$ cat config.mk
export PLATFORM = sky130hd
export DESIGN_NAME = bwd_detector
export DESIGN_NICKNAME = d
export VERILOG_FILES = /design/src/hw/bwd_pkg.sv /design/src/hw/bwd_log_if.sv /design/src/hw/bwd_log10.sv /design/src/hw/bwd_detector.sv
export VERILOG_INCLUDE_DIRS = /design/src /design/src/hw
export SDC_FILE = /design/constraint.sdc
export NUM_CORES = 2
export LEC_CHECK = 0
export BUFFER_PORTS_ARGS = -buffer_cell sky130_fd_sc_hd__buf_4
export CORE_MARGIN = 2
export CORE_UTILIZATION = 69
export DETAILED_ROUTE_END_ITERATION = 7
export HOLD_SLACK_MARGIN = 0.05
export PLACE_DENSITY = 0.9
export SKIP_LAST_GASP = 1
export SLEW_MARGIN = 15
export SYNTH_ARGS = -nofsm -noshare
export SYNTH_HDL_FRONTEND = slang
export SYNTH_SLANG_ARGS = --single-unit
$ cat constraint.sdc
create_clock -name clock -period 27.3 [get_ports clock]
set_input_delay 2.73 -clock clock [delete_from_list [all_inputs] [get_ports clock]]
set_output_delay 2.73 -clock clock [all_outputs]
set_load 0.05 [all_outputs]
$ cat src/hw/bwd_regs.svh
`ifndef BWD_REGS_SVH
`define BWD_REGS_SVH
// ****************************************
// Band layout and numeric formats
// ****************************************
`define BWD_NUM_BANDS 9
`define BWD_BIN_HZ 400
`define BWD_BINS_PER_BAND 4
`define BWD_Q8_ONE 16'h0100
`define BWD_LOG10_OF_2_Q8 7'h4D
// Offset added to every filterbank mean and maximum (1.6 in Q8)
`define BWD_OFFSET_Q8 16'h019A
// log10(8 * scale^2) in Q8 for 8, 16, 32 and 48 kHz input
`define BWD_SCALE_8K_Q8 16'h04CC
`define BWD_SCALE_16K_Q8 16'h04CC
`define BWD_SCALE_32K_Q8 16'h04CC
`define BWD_SCALE_48K_Q8 16'h04CB
// Noise gate for the long-term means, 30 dB in Q8
`define BWD_NOISE_GATE_Q8 16'h1E00
// ****************************************
// Counters and selection
// ****************************************
`define BWD_CNT_MIN 7'h00
`define BWD_CNT_MAX 7'h64
`define BWD_CNT_RESET 7'h00
`define BWD_CNT_INC 7'h02
`define BWD_CNT_DEC 7'h01
`define BWD_SEL_HI 7'h5A
`define BWD_SEL_LO 7'h0A
`define BWD_THR_MEAN_FBK 16'h0100
`define BWD_THR_MAX_FBK 16'h0180
`define BWD_THR_MEAN_DCT 16'h0200
`define BWD_THR_MAX_DCT 16'h0280
// ****************************************
// Bitrate limits, in units of 0.1 kbps
// ****************************************
`define BWD_RATE_NB_MAX 16'h00F4
`define BWD_RATE_SWB_MIN 16'h0060
`define BWD_RATE_FB_MIN 16'h00A4
`endif

$ cat src/hw/bwd_pkg.sv
package bwd_pkg;
  typedef enum logic [1:0] {
    BWD_NARROW_BAND,
    BWD_WIDE_BAND,
    BWD_SUPER_WIDE_BAND,
    BWD_FULL_BAND
  } bwd_class_t;
  typedef enum logic [1:0] {
    BWD_FS_8K,
    BWD_FS_16K,
    BWD_FS_32K,
    BWD_FS_48K
  } bwd_rate_t;
  typedef enum {
    BWD_IDLE,
    BWD_LOG,
    BWD_WAIT,
    BWD_CALC,
    BWD_COUNT,
    BWD_SELECT,
    BWD_DONE
  } bwd_state_t;
  typedef logic signed [15:0] bwd_q8_t;
  localparam int BWD_BAND_START [0:8] = '{3, 11, 14, 23, 27, 31, 35, 42, 46};
endpackage : bwd_pkg

$ cat src/hw/bwd_log_if.sv
`timescale 1ns/1ns
`default_nettype none
interface bwd_log_if;
  logic req;
  logic [33:0] arg;
  logic ack;
  logic [15:0] res;
  modport client (output req, output arg, input ack, input res);
  modport server (input req, input arg, output ack, output res);
endinterface : bwd_log_if
`default_nettype wire

$ cat src/hw/bwd_log10.sv
`timescale 1ns/1ns
`default_nettype none
`include "bwd_regs.svh"
module bwd_log10
  import bwd_pkg::*;
(
  input wire logic clock,
  input wire logic reset,
  bwd_log_if.server lg
);
  // ****************************************
  // Log2 by leading one, then scale to log10
  // ****************************************
  logic [5:0] msb;
  logic [33:0] norm;
  logic [13:0] log2_q8;
  logic [20:0] prod;
  always_comb begin
    msb = 6'h00;
    for (int i = 0; i < 34; i++) begin
      if (lg.arg[i]) begin
        msb = 6'(i);
      end
    end
    norm = lg.arg << (6'd33 - msb);
    // Linear fraction: under 0.09 of error in log2, well below the decision margins
    log2_q8 = {msb, norm[32:25]};
    prod = 21'(log2_q8) * 21'(`BWD_LOG10_OF_2_Q8);
  end
  always_ff @(posedge clock) begin
    if (reset) begin
      lg.ack <= 1'b0;
      lg.res <= 16'h0000;
    end else begin
      lg.ack <= lg.req;
      lg.res <= {3'b000, prod[20:8]};
    end
  end
endmodule : bwd_log10
`default_nettype wire

$ cat src/hw/bwd_detector.sv
`timescale 1ns/1ns
`default_nettype none
`include "bwd_regs.svh"
// Contract
// - Each filterbank band sums four consecutive 400 Hz bins, spanning 1600 Hz.
// - Nine bands over bins 3-6 up to 46-49, limited by sampling rate.
// - Band energy becomes log10 of energy over eight times squared scale.
// - Means: band 0, average 1-2, average 3-6, average 7-8, plus 1.6.
// - Maxima: narrowband mean plus 1.6; else band maxima per class plus 1.6.
// - Transform mode uses windowed 320-sample DCT energies split per class.
// - Transform mode: plain log10, no scaling, no 1.6 offset.
// - One decision logic for both modes; only comparison constants differ.
// - Long-term means: 0.75 of previous plus 0.25 of current.
// - Long-term update only when active and noise above 30 dB.
// - One counter per class, stepped by comparisons in fixed order.
// - Sequential selection tests; chosen counters forced to 0 or 100.
// - Bandwidth clamped to widest class supported at the bitrate.
// - Detection runs only for sampling rates above 8 kHz.
// - Decision codes narrowband, wideband, super-wideband, fullband.
// - Transform mode when the legacy interoperable wideband mode runs.
module bwd_detector
  import bwd_pkg::*;
(
  input wire logic clock,
  input wire logic reset,
  input wire logic legacy_wb_mode,
  input wire logic [1:0] rate_sel,
  input wire logic [15:0] bitrate,
  input wire logic activity_decision,
  input wire logic [15:0] noise_level,
  input wire logic bin_valid,
  input wire logic [31:0] bin_energy,
  input wire logic frame_end,
  output logic [1:0] bandwidth,
  output logic bandwidth_valid,
  output logic busy
);
  // ****************************************
  // Band accumulation
  // ****************************************
  bwd_state_t state_ff;
  logic [5:0] bin_idx_ff;
  logic [33:0] acc_ff [0:8];
  bwd_q8_t band_ff [0:8];
  logic [3:0] band_sel_ff;
  logic [3:0] nbands;
  logic mode_dct_ff;
  logic [1:0] rate_ff;
  logic taking;
  assign taking = (state_ff == BWD_IDLE) && bin_valid;
  // Number of bands that fit under the Nyquist frequency
  always_comb begin
    case (rate_ff)
      BWD_FS_16K: nbands = 4'd3;
      BWD_FS_32K: nbands = 4'd7;
      BWD_FS_48K: nbands = 4'd9;
      default: nbands = 4'd1;
    endcase
  end
  for (genvar b = 0; b < `BWD_NUM_BANDS; b++) begin : g_acc
    localparam logic [5:0] START = 6'(BWD_BAND_START[b]);
    localparam logic [5:0] STOP = 6'(BWD_BAND_START[b] + `BWD_BINS_PER_BAND - 1);
    always_ff @(posedge clock) begin
      if (reset || state_ff == BWD_DONE) begin
        acc_ff[b] <= 34'h000000000;
      end else if (taking && legacy_wb_mode && bin_idx_ff == 6'(b)) begin
        acc_ff[b] <= {2'b00, bin_energy};
      end else if (taking && !legacy_wb_mode && bin_idx_ff >= START && bin_idx_ff <= STOP) begin
        acc_ff[b] <= acc_ff[b] + {2'b00, bin_energy};
      end
    end
  end
  always_ff @(posedge clock) begin
    if (reset || state_ff == BWD_DONE) begin
      bin_idx_ff <= 6'h00;
    end else if (taking && bin_idx_ff != 6'h3F) begin
      bin_idx_ff <= bin_idx_ff + 6'h01;
    end
  end
  // Mode and rate are caught at frame end for the log and decision stages; bin intake follows legacy_wb_mode as it stands
  always_ff @(posedge clock) begin
    if (reset) begin
      mode_dct_ff <= 1'b0;
      rate_ff <= 2'b00;
    end else if (state_ff == BWD_IDLE && frame_end) begin
      mode_dct_ff <= legacy_wb_mode;
      rate_ff <= rate_sel;
    end
  end
  // ****************************************
  // Log conversion, one band at a time
  // ****************************************
  bwd_log_if lg ();
  bwd_log10 u_log (
    .clock(clock),
    .reset(reset),
    .lg(lg)
  );
  bwd_q8_t scale;
  always_comb begin
    case (rate_ff)
      BWD_FS_8K: scale = `BWD_SCALE_8K_Q8;
      BWD_FS_16K: scale = `BWD_SCALE_16K_Q8;
      BWD_FS_32K: scale = `BWD_SCALE_32K_Q8;
      default: scale = `BWD_SCALE_48K_Q8;
    endcase
  end
  assign lg.req = (state_ff == BWD_LOG);
  assign lg.arg = (acc_ff[band_sel_ff] == 34'h000000000) ? 34'h000000001 : acc_ff[band_sel_ff];
  always_ff @(posedge clock) begin
    if (reset) begin
      for (int i = 0; i < `BWD_NUM_BANDS; i++) begin
        band_ff[i] <= 16'sh0000;
      end
    end else if (state_ff == BWD_WAIT && lg.ack) begin
      if (mode_dct_ff) begin
        band_ff[band_sel_ff] <= lg.res;
      end else begin
        band_ff[band_sel_ff] <= lg.res - scale;
      end
    end
  end
  // ****************************************
  // Means, maxima and long-term means
  // ****************************************
  bwd_q8_t mean_ff [0:3];
  bwd_q8_t max_ff [0:3];
  bwd_q8_t lt_ff [0:2];
  bwd_q8_t ofs;
  bwd_q8_t nxt_mean [0:3];
  bwd_q8_t nxt_max [0:3];
  logic [17:0] sum4;
  assign ofs = mode_dct_ff ? 16'sh0000 : `BWD_OFFSET_Q8;
  always_comb begin
    sum4 = 18'(band_ff[3]) + 18'(band_ff[4]) + 18'(band_ff[5]) + 18'(band_ff[6]);
    nxt_mean[0] = band_ff[0] + ofs;
    nxt_mean[1] = 16'((17'(band_ff[1]) + 17'(band_ff[2])) >>> 1) + ofs;
    nxt_mean[2] = 16'($signed(sum4) >>> 2) + ofs;
    nxt_mean[3] = 16'((17'(band_ff[7]) + 17'(band_ff[8])) >>> 1) + ofs;
    nxt_max[0] = nxt_mean[0] + ofs;
    nxt_max[1] = ((band_ff[1] > band_ff[2]) ? band_ff[1] : band_ff[2]) + ofs;
    nxt_max[2] = band_ff[3];
    for (int i = 4; i < 7; i++) begin
      if (band_ff[i] > nxt_max[2]) begin
        nxt_max[2] = band_ff[i];
      end
    end
    nxt_max[2] = nxt_max[2] + ofs;
    nxt_max[3] = ((band_ff[7] > band_ff[8]) ? band_ff[7] : band_ff[8]) + ofs;
  end
  always_ff @(posedge clock) begin
    if (reset) begin
      for (int i = 0; i < 4; i++) begin
        mean_ff[i] <= 16'sh0000;
        max_ff[i] <= 16'sh0000;
      end
    end else if (state_ff == BWD_CALC) begin
      mean_ff <= nxt_mean;
      max_ff <= nxt_max;
    end
  end
  always_ff @(posedge clock) begin
    if (reset) begin
      for (int i = 0; i < 3; i++) begin
        lt_ff[i] <= 16'sh0000;
      end
    end else if (state_ff == BWD_CALC && activity_decision
                 && $signed(noise_level) > $signed(`BWD_NOISE_GATE_Q8)) begin
      for (int i = 0; i < 3; i++) begin
        lt_ff[i] <= 16'((18'sd3 * 18'(lt_ff[i]) + 18'(nxt_mean[i])) >>> 2);
      end
    end
  end
  // ****************************************
  // Counters and sequential selection
  // ****************************************
  logic [6:0] cnt_ff [0:3];
  logic [1:0] step_ff;
  logic [1:0] sel_ff;
  bwd_q8_t thr_mean;
  bwd_q8_t thr_max;
  bwd_q8_t cls_mean;
  logic [1:0] top_cls;
  assign thr_mean = mode_dct_ff ? `BWD_THR_MEAN_DCT : `BWD_THR_MEAN_FBK;
  assign thr_max = mode_dct_ff ? `BWD_THR_MAX_DCT : `BWD_THR_MAX_FBK;
  // Fullband has no long-term mean, so its current mean stands in
  assign cls_mean = (step_ff == 2'd3) ? mean_ff[3] : lt_ff[step_ff];
  assign top_cls = (nbands == 4'd9) ? 2'd3 : (nbands == 4'd7) ? 2'd2 : 2'd1;
  always_ff @(posedge clock) begin
    if (reset) begin
      for (int i = 0; i < 4; i++) begin
        cnt_ff[i] <= `BWD_CNT_RESET;
      end
    end else if (state_ff == BWD_COUNT) begin
      if (cls_mean > thr_mean && max_ff[step_ff] > thr_max) begin
        cnt_ff[step_ff] <= (cnt_ff[step_ff] > `BWD_CNT_MAX - `BWD_CNT_INC) ?
                           `BWD_CNT_MAX : cnt_ff[step_ff] + `BWD_CNT_INC;
      end else begin
        cnt_ff[step_ff] <= (cnt_ff[step_ff] < `BWD_CNT_MIN + `BWD_CNT_DEC) ?
                           `BWD_CNT_MIN : cnt_ff[step_ff] - `BWD_CNT_DEC;
      end
    end else if (state_ff == BWD_SELECT) begin
      if (cnt_ff[step_ff] >= `BWD_SEL_HI && step_ff > sel_ff && step_ff <= top_cls) begin
        cnt_ff[step_ff] <= `BWD_CNT_MAX;
      end else if (cnt_ff[step_ff] <= `BWD_SEL_LO && step_ff != 2'd0 && step_ff <= sel_ff) begin
        cnt_ff[step_ff] <= `BWD_CNT_MIN;
      end
    end
  end
  always_ff @(posedge clock) begin
    if (reset) begin
      sel_ff <= 2'(BWD_NARROW_BAND);
    end else if (state_ff == BWD_SELECT) begin
      // Later tests may overwrite earlier ones within the frame
      if (cnt_ff[step_ff] >= `BWD_SEL_HI && step_ff > sel_ff && step_ff <= top_cls) begin
        sel_ff <= step_ff;
      end else if (cnt_ff[step_ff] <= `BWD_SEL_LO && step_ff != 2'd0 && step_ff <= sel_ff) begin
        sel_ff <= step_ff - 2'd1;
      end
    end else if (state_ff == BWD_DONE && sel_ff > top_cls) begin
      sel_ff <= top_cls;
    end
  end
  // ****************************************
  // Sequencer
  // ****************************************
  always_ff @(posedge clock) begin
    if (reset) begin
      state_ff <= BWD_IDLE;
      band_sel_ff <= 4'h0;
      step_ff <= 2'd0;
    end else begin
      case (state_ff)
        BWD_IDLE: begin
          band_sel_ff <= 4'h0;
          if (frame_end) begin
            // 8 kHz input skips detection and reports narrowband, or wideband when bitrate is above BWD_RATE_NB_MAX
            state_ff <= (rate_sel == 2'(BWD_FS_8K)) ? BWD_DONE : BWD_LOG;
          end
        end
        BWD_LOG: state_ff <= BWD_WAIT;
        BWD_WAIT: begin
          if (lg.ack) begin
            if (band_sel_ff + 4'h1 >= nbands) begin
              state_ff <= BWD_CALC;
            end else begin
              band_sel_ff <= band_sel_ff + 4'h1;
              state_ff <= BWD_LOG;
            end
          end
        end
        BWD_CALC: begin
          step_ff <= 2'd0;
          state_ff <= BWD_COUNT;
        end
        BWD_COUNT: begin
          step_ff <= step_ff + 2'd1;
          if (step_ff == 2'd3) begin
            state_ff <= BWD_SELECT;
          end
        end
        BWD_SELECT: begin
          step_ff <= step_ff + 2'd1;
          if (step_ff == 2'd3) begin
            state_ff <= BWD_DONE;
          end
        end
        BWD_DONE: state_ff <= BWD_IDLE;
        default: state_ff <= BWD_IDLE;
      endcase
    end
  end
  // ****************************************
  // Bitrate clamp and outputs
  // ****************************************
  logic [1:0] clamped;
  logic [1:0] bw_ff;
  logic bw_valid_ff;
  logic busy_ff;
  always_comb begin
    clamped = (sel_ff > top_cls) ? top_cls : sel_ff;
    if (rate_ff == 2'(BWD_FS_8K)) begin
      clamped = 2'(BWD_NARROW_BAND);
    end
    if (clamped == 2'(BWD_FULL_BAND) && bitrate < `BWD_RATE_FB_MIN) begin
      clamped = 2'(BWD_SUPER_WIDE_BAND);
    end
    if (clamped == 2'(BWD_SUPER_WIDE_BAND) && bitrate < `BWD_RATE_SWB_MIN) begin
      clamped = 2'(BWD_WIDE_BAND);
    end
    if (clamped == 2'(BWD_NARROW_BAND) && bitrate > `BWD_RATE_NB_MAX) begin
      clamped = 2'(BWD_WIDE_BAND);
    end
  end
  always_ff @(posedge clock) begin
    if (reset) begin
      bw_ff <= 2'(BWD_NARROW_BAND);
      bw_valid_ff <= 1'b0;
      busy_ff <= 1'b0;
    end else begin
      bw_valid_ff <= (state_ff == BWD_DONE);
      busy_ff <= (state_ff != BWD_IDLE) || frame_end;
      if (state_ff == BWD_DONE) begin
        bw_ff <= clamped;
      end
    end
  end
  assign bandwidth = bw_ff;
  assign bandwidth_valid = bw_valid_ff;
  assign busy = busy_ff;
endmodule : bwd_detector
`default_nettype wire

==> out/summary.md <==
The worst path uses 39.27% of the clock period. Actual transition at the worst max-transition pin: 1.348 ns. The cell occurring most often along the worst timing path is sky130_fd_sc_hd__inv_1. The core occupancy in the finished layout was 74.66%.

The die covers 82980 µm². The number of enable flip-flop cells after synthesis works out to 526. The via count of the first global-routing pass is 46410, and the number of standard cells after synthesis is 5904. Cells with a size suffix above 1 make up 7.658% of the layout. The overall track demand over capacity in global routing was 35.68%; the synthesis warning total was 0. The wire length per cell after detailed routing works out to 21.34 µm. For the number of hold violations in the final report, the log shows 0. Counting along the longest clock path gives a buffer depth of 3.

Routability-driven placement finished with a final weighted congestion of 0.9973. The area of the mapped netlist was 55680 µm²; the signal arrival time at the worst endpoint was 11.23 ns. Clock latency on the worst-skew pair, taken at its later pin, is 0.65 ns.

Worst setup path category: register to register. Entering global routing, the biggest net connects 98 pins. Counting flops with an async set or reset pin after synthesis yields a share of 0%. Hold repair after CTS inserted 0 buffers. Clock tree synthesis selected as its root buffer the cell sky130_fd_sc_hd__clkbuf_16. The tools report the type of origin of the critical path as a register.

The run gives 0 as the number of routed nets with antenna violations. Counting every net in the synthesized netlist gives 6731. The count of state elements after synthesis came out at 650.

The worst hold path belongs to the class register to register. The type of destination of the critical path was a register. The tools report the number of antenna violations at the first check in global routing as 1. The synthesized netlist devotes 18.42% of its cell area to adder and majority cells.

The register clock-pin slew on the reported worst setup and hold paths was 0.06 ns; the required time of the critical path was 27.81 ns. Horizontal extent of the die: 288.1 µm. The overall via count from detail_route was 46900. For the final wirelength, the log shows 150000 µm. For this configuration, the core starts out at a cell density of 69.46%. The per-instance average area after synthesis was 9.430 µm².

Of all cell types, the one taking the most synthesized area is sky130_fd_sc_hd__edfxtp_1. The first TritonRoute pass finished after 6 iterations. The clock buffer count from CTS was 75; the max-slew violation total from the final report was 0. The share of the synthesized area in the top cell type was 28.37%; the height of the chip was 288.1 µm.

The final cell count without fillers was 7029; the per-cell via count in the routed design was 6.672. The simple-gate share of the synthesized area was 15.06%; the core box area was 80160 µm². Worst stage delay on the critical path: 0.85 ns. The first global-routing pass estimated 238300 µm of wire.

For the number of core rows, the log shows 104. Setup repair after global routing left no endpoint under its margin. The worst clock skew is 0.02456 ns.

Summed over all cells, the static leakage comes to 0.02451 µW. After detailed routing, the number of remaining DRC violations is 0. Ranked by instance count, the synthesized netlist is headed by sky130_fd_sc_hd__ha_1, sky130_fd_sc_hd__nor2_1, sky130_fd_sc_hd__edfxtp_1, sky130_fd_sc_hd__nand2_1, sky130_fd_sc_hd__o21ai_0.

The worst pin sits at a relative slew slack of 7.812%. After synthesis, the share of cell area in mux cells is 5.402%. Across the whole layout, storage elements account for 18280 µm². During placement, the flow inserted port buffers numbering 75. Count of instances resized after the clock tree is built: 0. The maximum net fanout on the critical path is 42.

Master of the slowest instance on the critical path: sky130_fd_sc_hd__dfxtp_4. The flow ran to the end, and the final reports show no timing, DRC or antenna violations. The synthesized netlist devotes 17.55% of its cell area to compound gates. The most common cell in the netlist is sky130_fd_sc_hd__ha_1.

The number of H-tree levels is 3. Synthesis-to-finish area growth: 7.479%. The run gives 650 as the number of sinks driven by the clock tree.

For this run, the top clock speed supported by timing is 93.28 MHz. Across the run, the number of max-cap violations was 0. Sorting the synthesized cells by area gives the leading types as sky130_fd_sc_hd__edfxtp_1, sky130_fd_sc_hd__ha_1, sky130_fd_sc_hd__dfxtp_1. The count of filler cells inserted in the layout came out at 5318.

After clock tree synthesis, the setup repair step added 0 buffers. VDD sags by at most 0.06610 mV. The synthesized netlist contains 102 unique library cells. Setup violations remaining at the end of the flow were counted as 0. After synthesis, the largest family of logic cells by area is adder cells.

The tools report the number of DRC markers in iteration 0 as 4473. TritonCTS built the clock tree. The dominant register cell in the synthesized netlist was sky130_fd_sc_hd__edfxtp_1. In the final design database the tool counted 6733 nets.

For this design the ratio of total power to cell area is 67.78 nW/µm². For this design the top-level I/O count stands at 76. After legalization and detailed placement, the total HPWL measured 111200 µm. After synthesis, flip-flops and latches occupy 32.83% of the total area. After routing, the total negative slack on setup checks comes to 0 ns. The fraction of synthesized cell area in xor and xnor cells was 6.742%.

After global routing the overflow that remains totals 0. The multi-input combinational cell area is 35320 µm². Once placement completed, the tool counted placed cells totaling 6889. The minimum clock period after layout works out to 10.72 ns.
placed cells by master (no fill, tap or decap), types with 118 or more instances in the layout:
cell type                  Yosys  routed
sky130_fd_sc_hd__ha_1        647     647
sky130_fd_sc_hd__nor2_1      601     588
sky130_fd_sc_hd__edfxtp_1    526     526
sky130_fd_sc_hd__nand2_1     524     524
sky130_fd_sc_hd__o21ai_0     385     384
sky130_fd_sc_hd__a21oi_1     359     358
sky130_fd_sc_hd__inv_1       356     355
sky130_fd_sc_hd__xnor2_1     270     267
sky130_fd_sc_hd__nor3_1      154     151
sky130_fd_sc_hd__xor2_1      151     151
sky130_fd_sc_hd__buf_4         5     135
sky130_fd_sc_hd__dfxtp_1     124     122
sky130_fd_sc_hd__a22o_1      118     118
worst paths after layout:
path / start / end / slack (ns) / cells after the start
setup / recovery: register / u_log.lg.res[8]$_SDFF_PP0_ / 16.58 / 34
hold / removal: max_ff[29]$_SDFFE_PP0N_ / max_ff[29]$_SDFFE_PP0N_ / 0.45 / 2
setup reg to reg: register / u_log.lg.res[8]$_SDFF_PP0_ / 16.58 / 34
hold reg to reg: max_ff[29]$_SDFFE_PP0N_ / max_ff[29]$_SDFFE_PP0N_ / 0.45 / 2
kinds of logic (layout without fill, tap and decap cells):
logic type	Yosys count	after routing
adder cells (fa/ha/maj)	755	755
other	0	1
AO/OA/AOI/OAI	1490	1490
flip-flops	650	650
AND/OR/NAND/NOR	1815	1815
multiplexers	201	201
XOR/XNOR	424	424
buffers and inverters	569	633
worst max-delay path, delay by kind of cell, from the launching register on:
family,cells,cell delay [ns]
adder cells (fa/ha/maj),5,2.23
AND/OR/NAND/NOR,8,1.29
AO/OA/AOI/OAI,9,2.34
XOR/XNOR,3,1.05
flip-flops,1,0.85
buffers and inverters,5,1.15
multiplexers,4,1.66
cell type report:
type                       count  area share, %
clock inverter                43         0.8322
clock buffer                  96          3.421
tap                         1060          2.216
sequential                   650          30.55
antenna                        1       0.004182
inverter                     359          2.256
timing repair buffer         135          1.694
multi-input combinational   4685          59.03
registers in the layout (all words and copies together) (netlist names), 3 cells and up, named ones only:
name,cells
bin_idx_ff,6
state_ff,3
cnt_ff,28
lt_ff,48
mean_ff,16
max_ff,64
acc_ff,306
band_ff,144
u_log.lg.res,13
band_sel_ff,4
metal layers:
layer,routed length (µm),vias to the layer above,track usage (%)
li1,-,21600,-
met1,55290,22320,42.44
met2,72240,2407,61.26
met3,12040,573,4.675
met4,10410,0,22.37
met5,0,-,0
per-stage QoR:
stage | cell area (µm²) | setup WS (ns) | power, µW | hold slack [ns]
5_1_grt | 59840 | 15.93 | 4293 | 0.4681
3_3_place_gp | 57290 | 16.93 | 2889 | 0.4347
4_1_cts | 59840 | 16.65 | 4027 | 0.4484
3_5_place_dp | 57290 | 16.65 | 2964 | 0.4403
6_report | 59840 | 16.58 | 4056 | 0.4488
2_1_floorplan | 55680 | 17.18 | 2566 | 0.4263
power breakdown:
part	switching [µW]	internal, µW	leakage, µW
logic	1050	761	0.0168
clock network	456	605	0.00123
registers	53.5	1130	0.00645
total	1560	2500	0.0245
(Power assumes the default switching activity.)
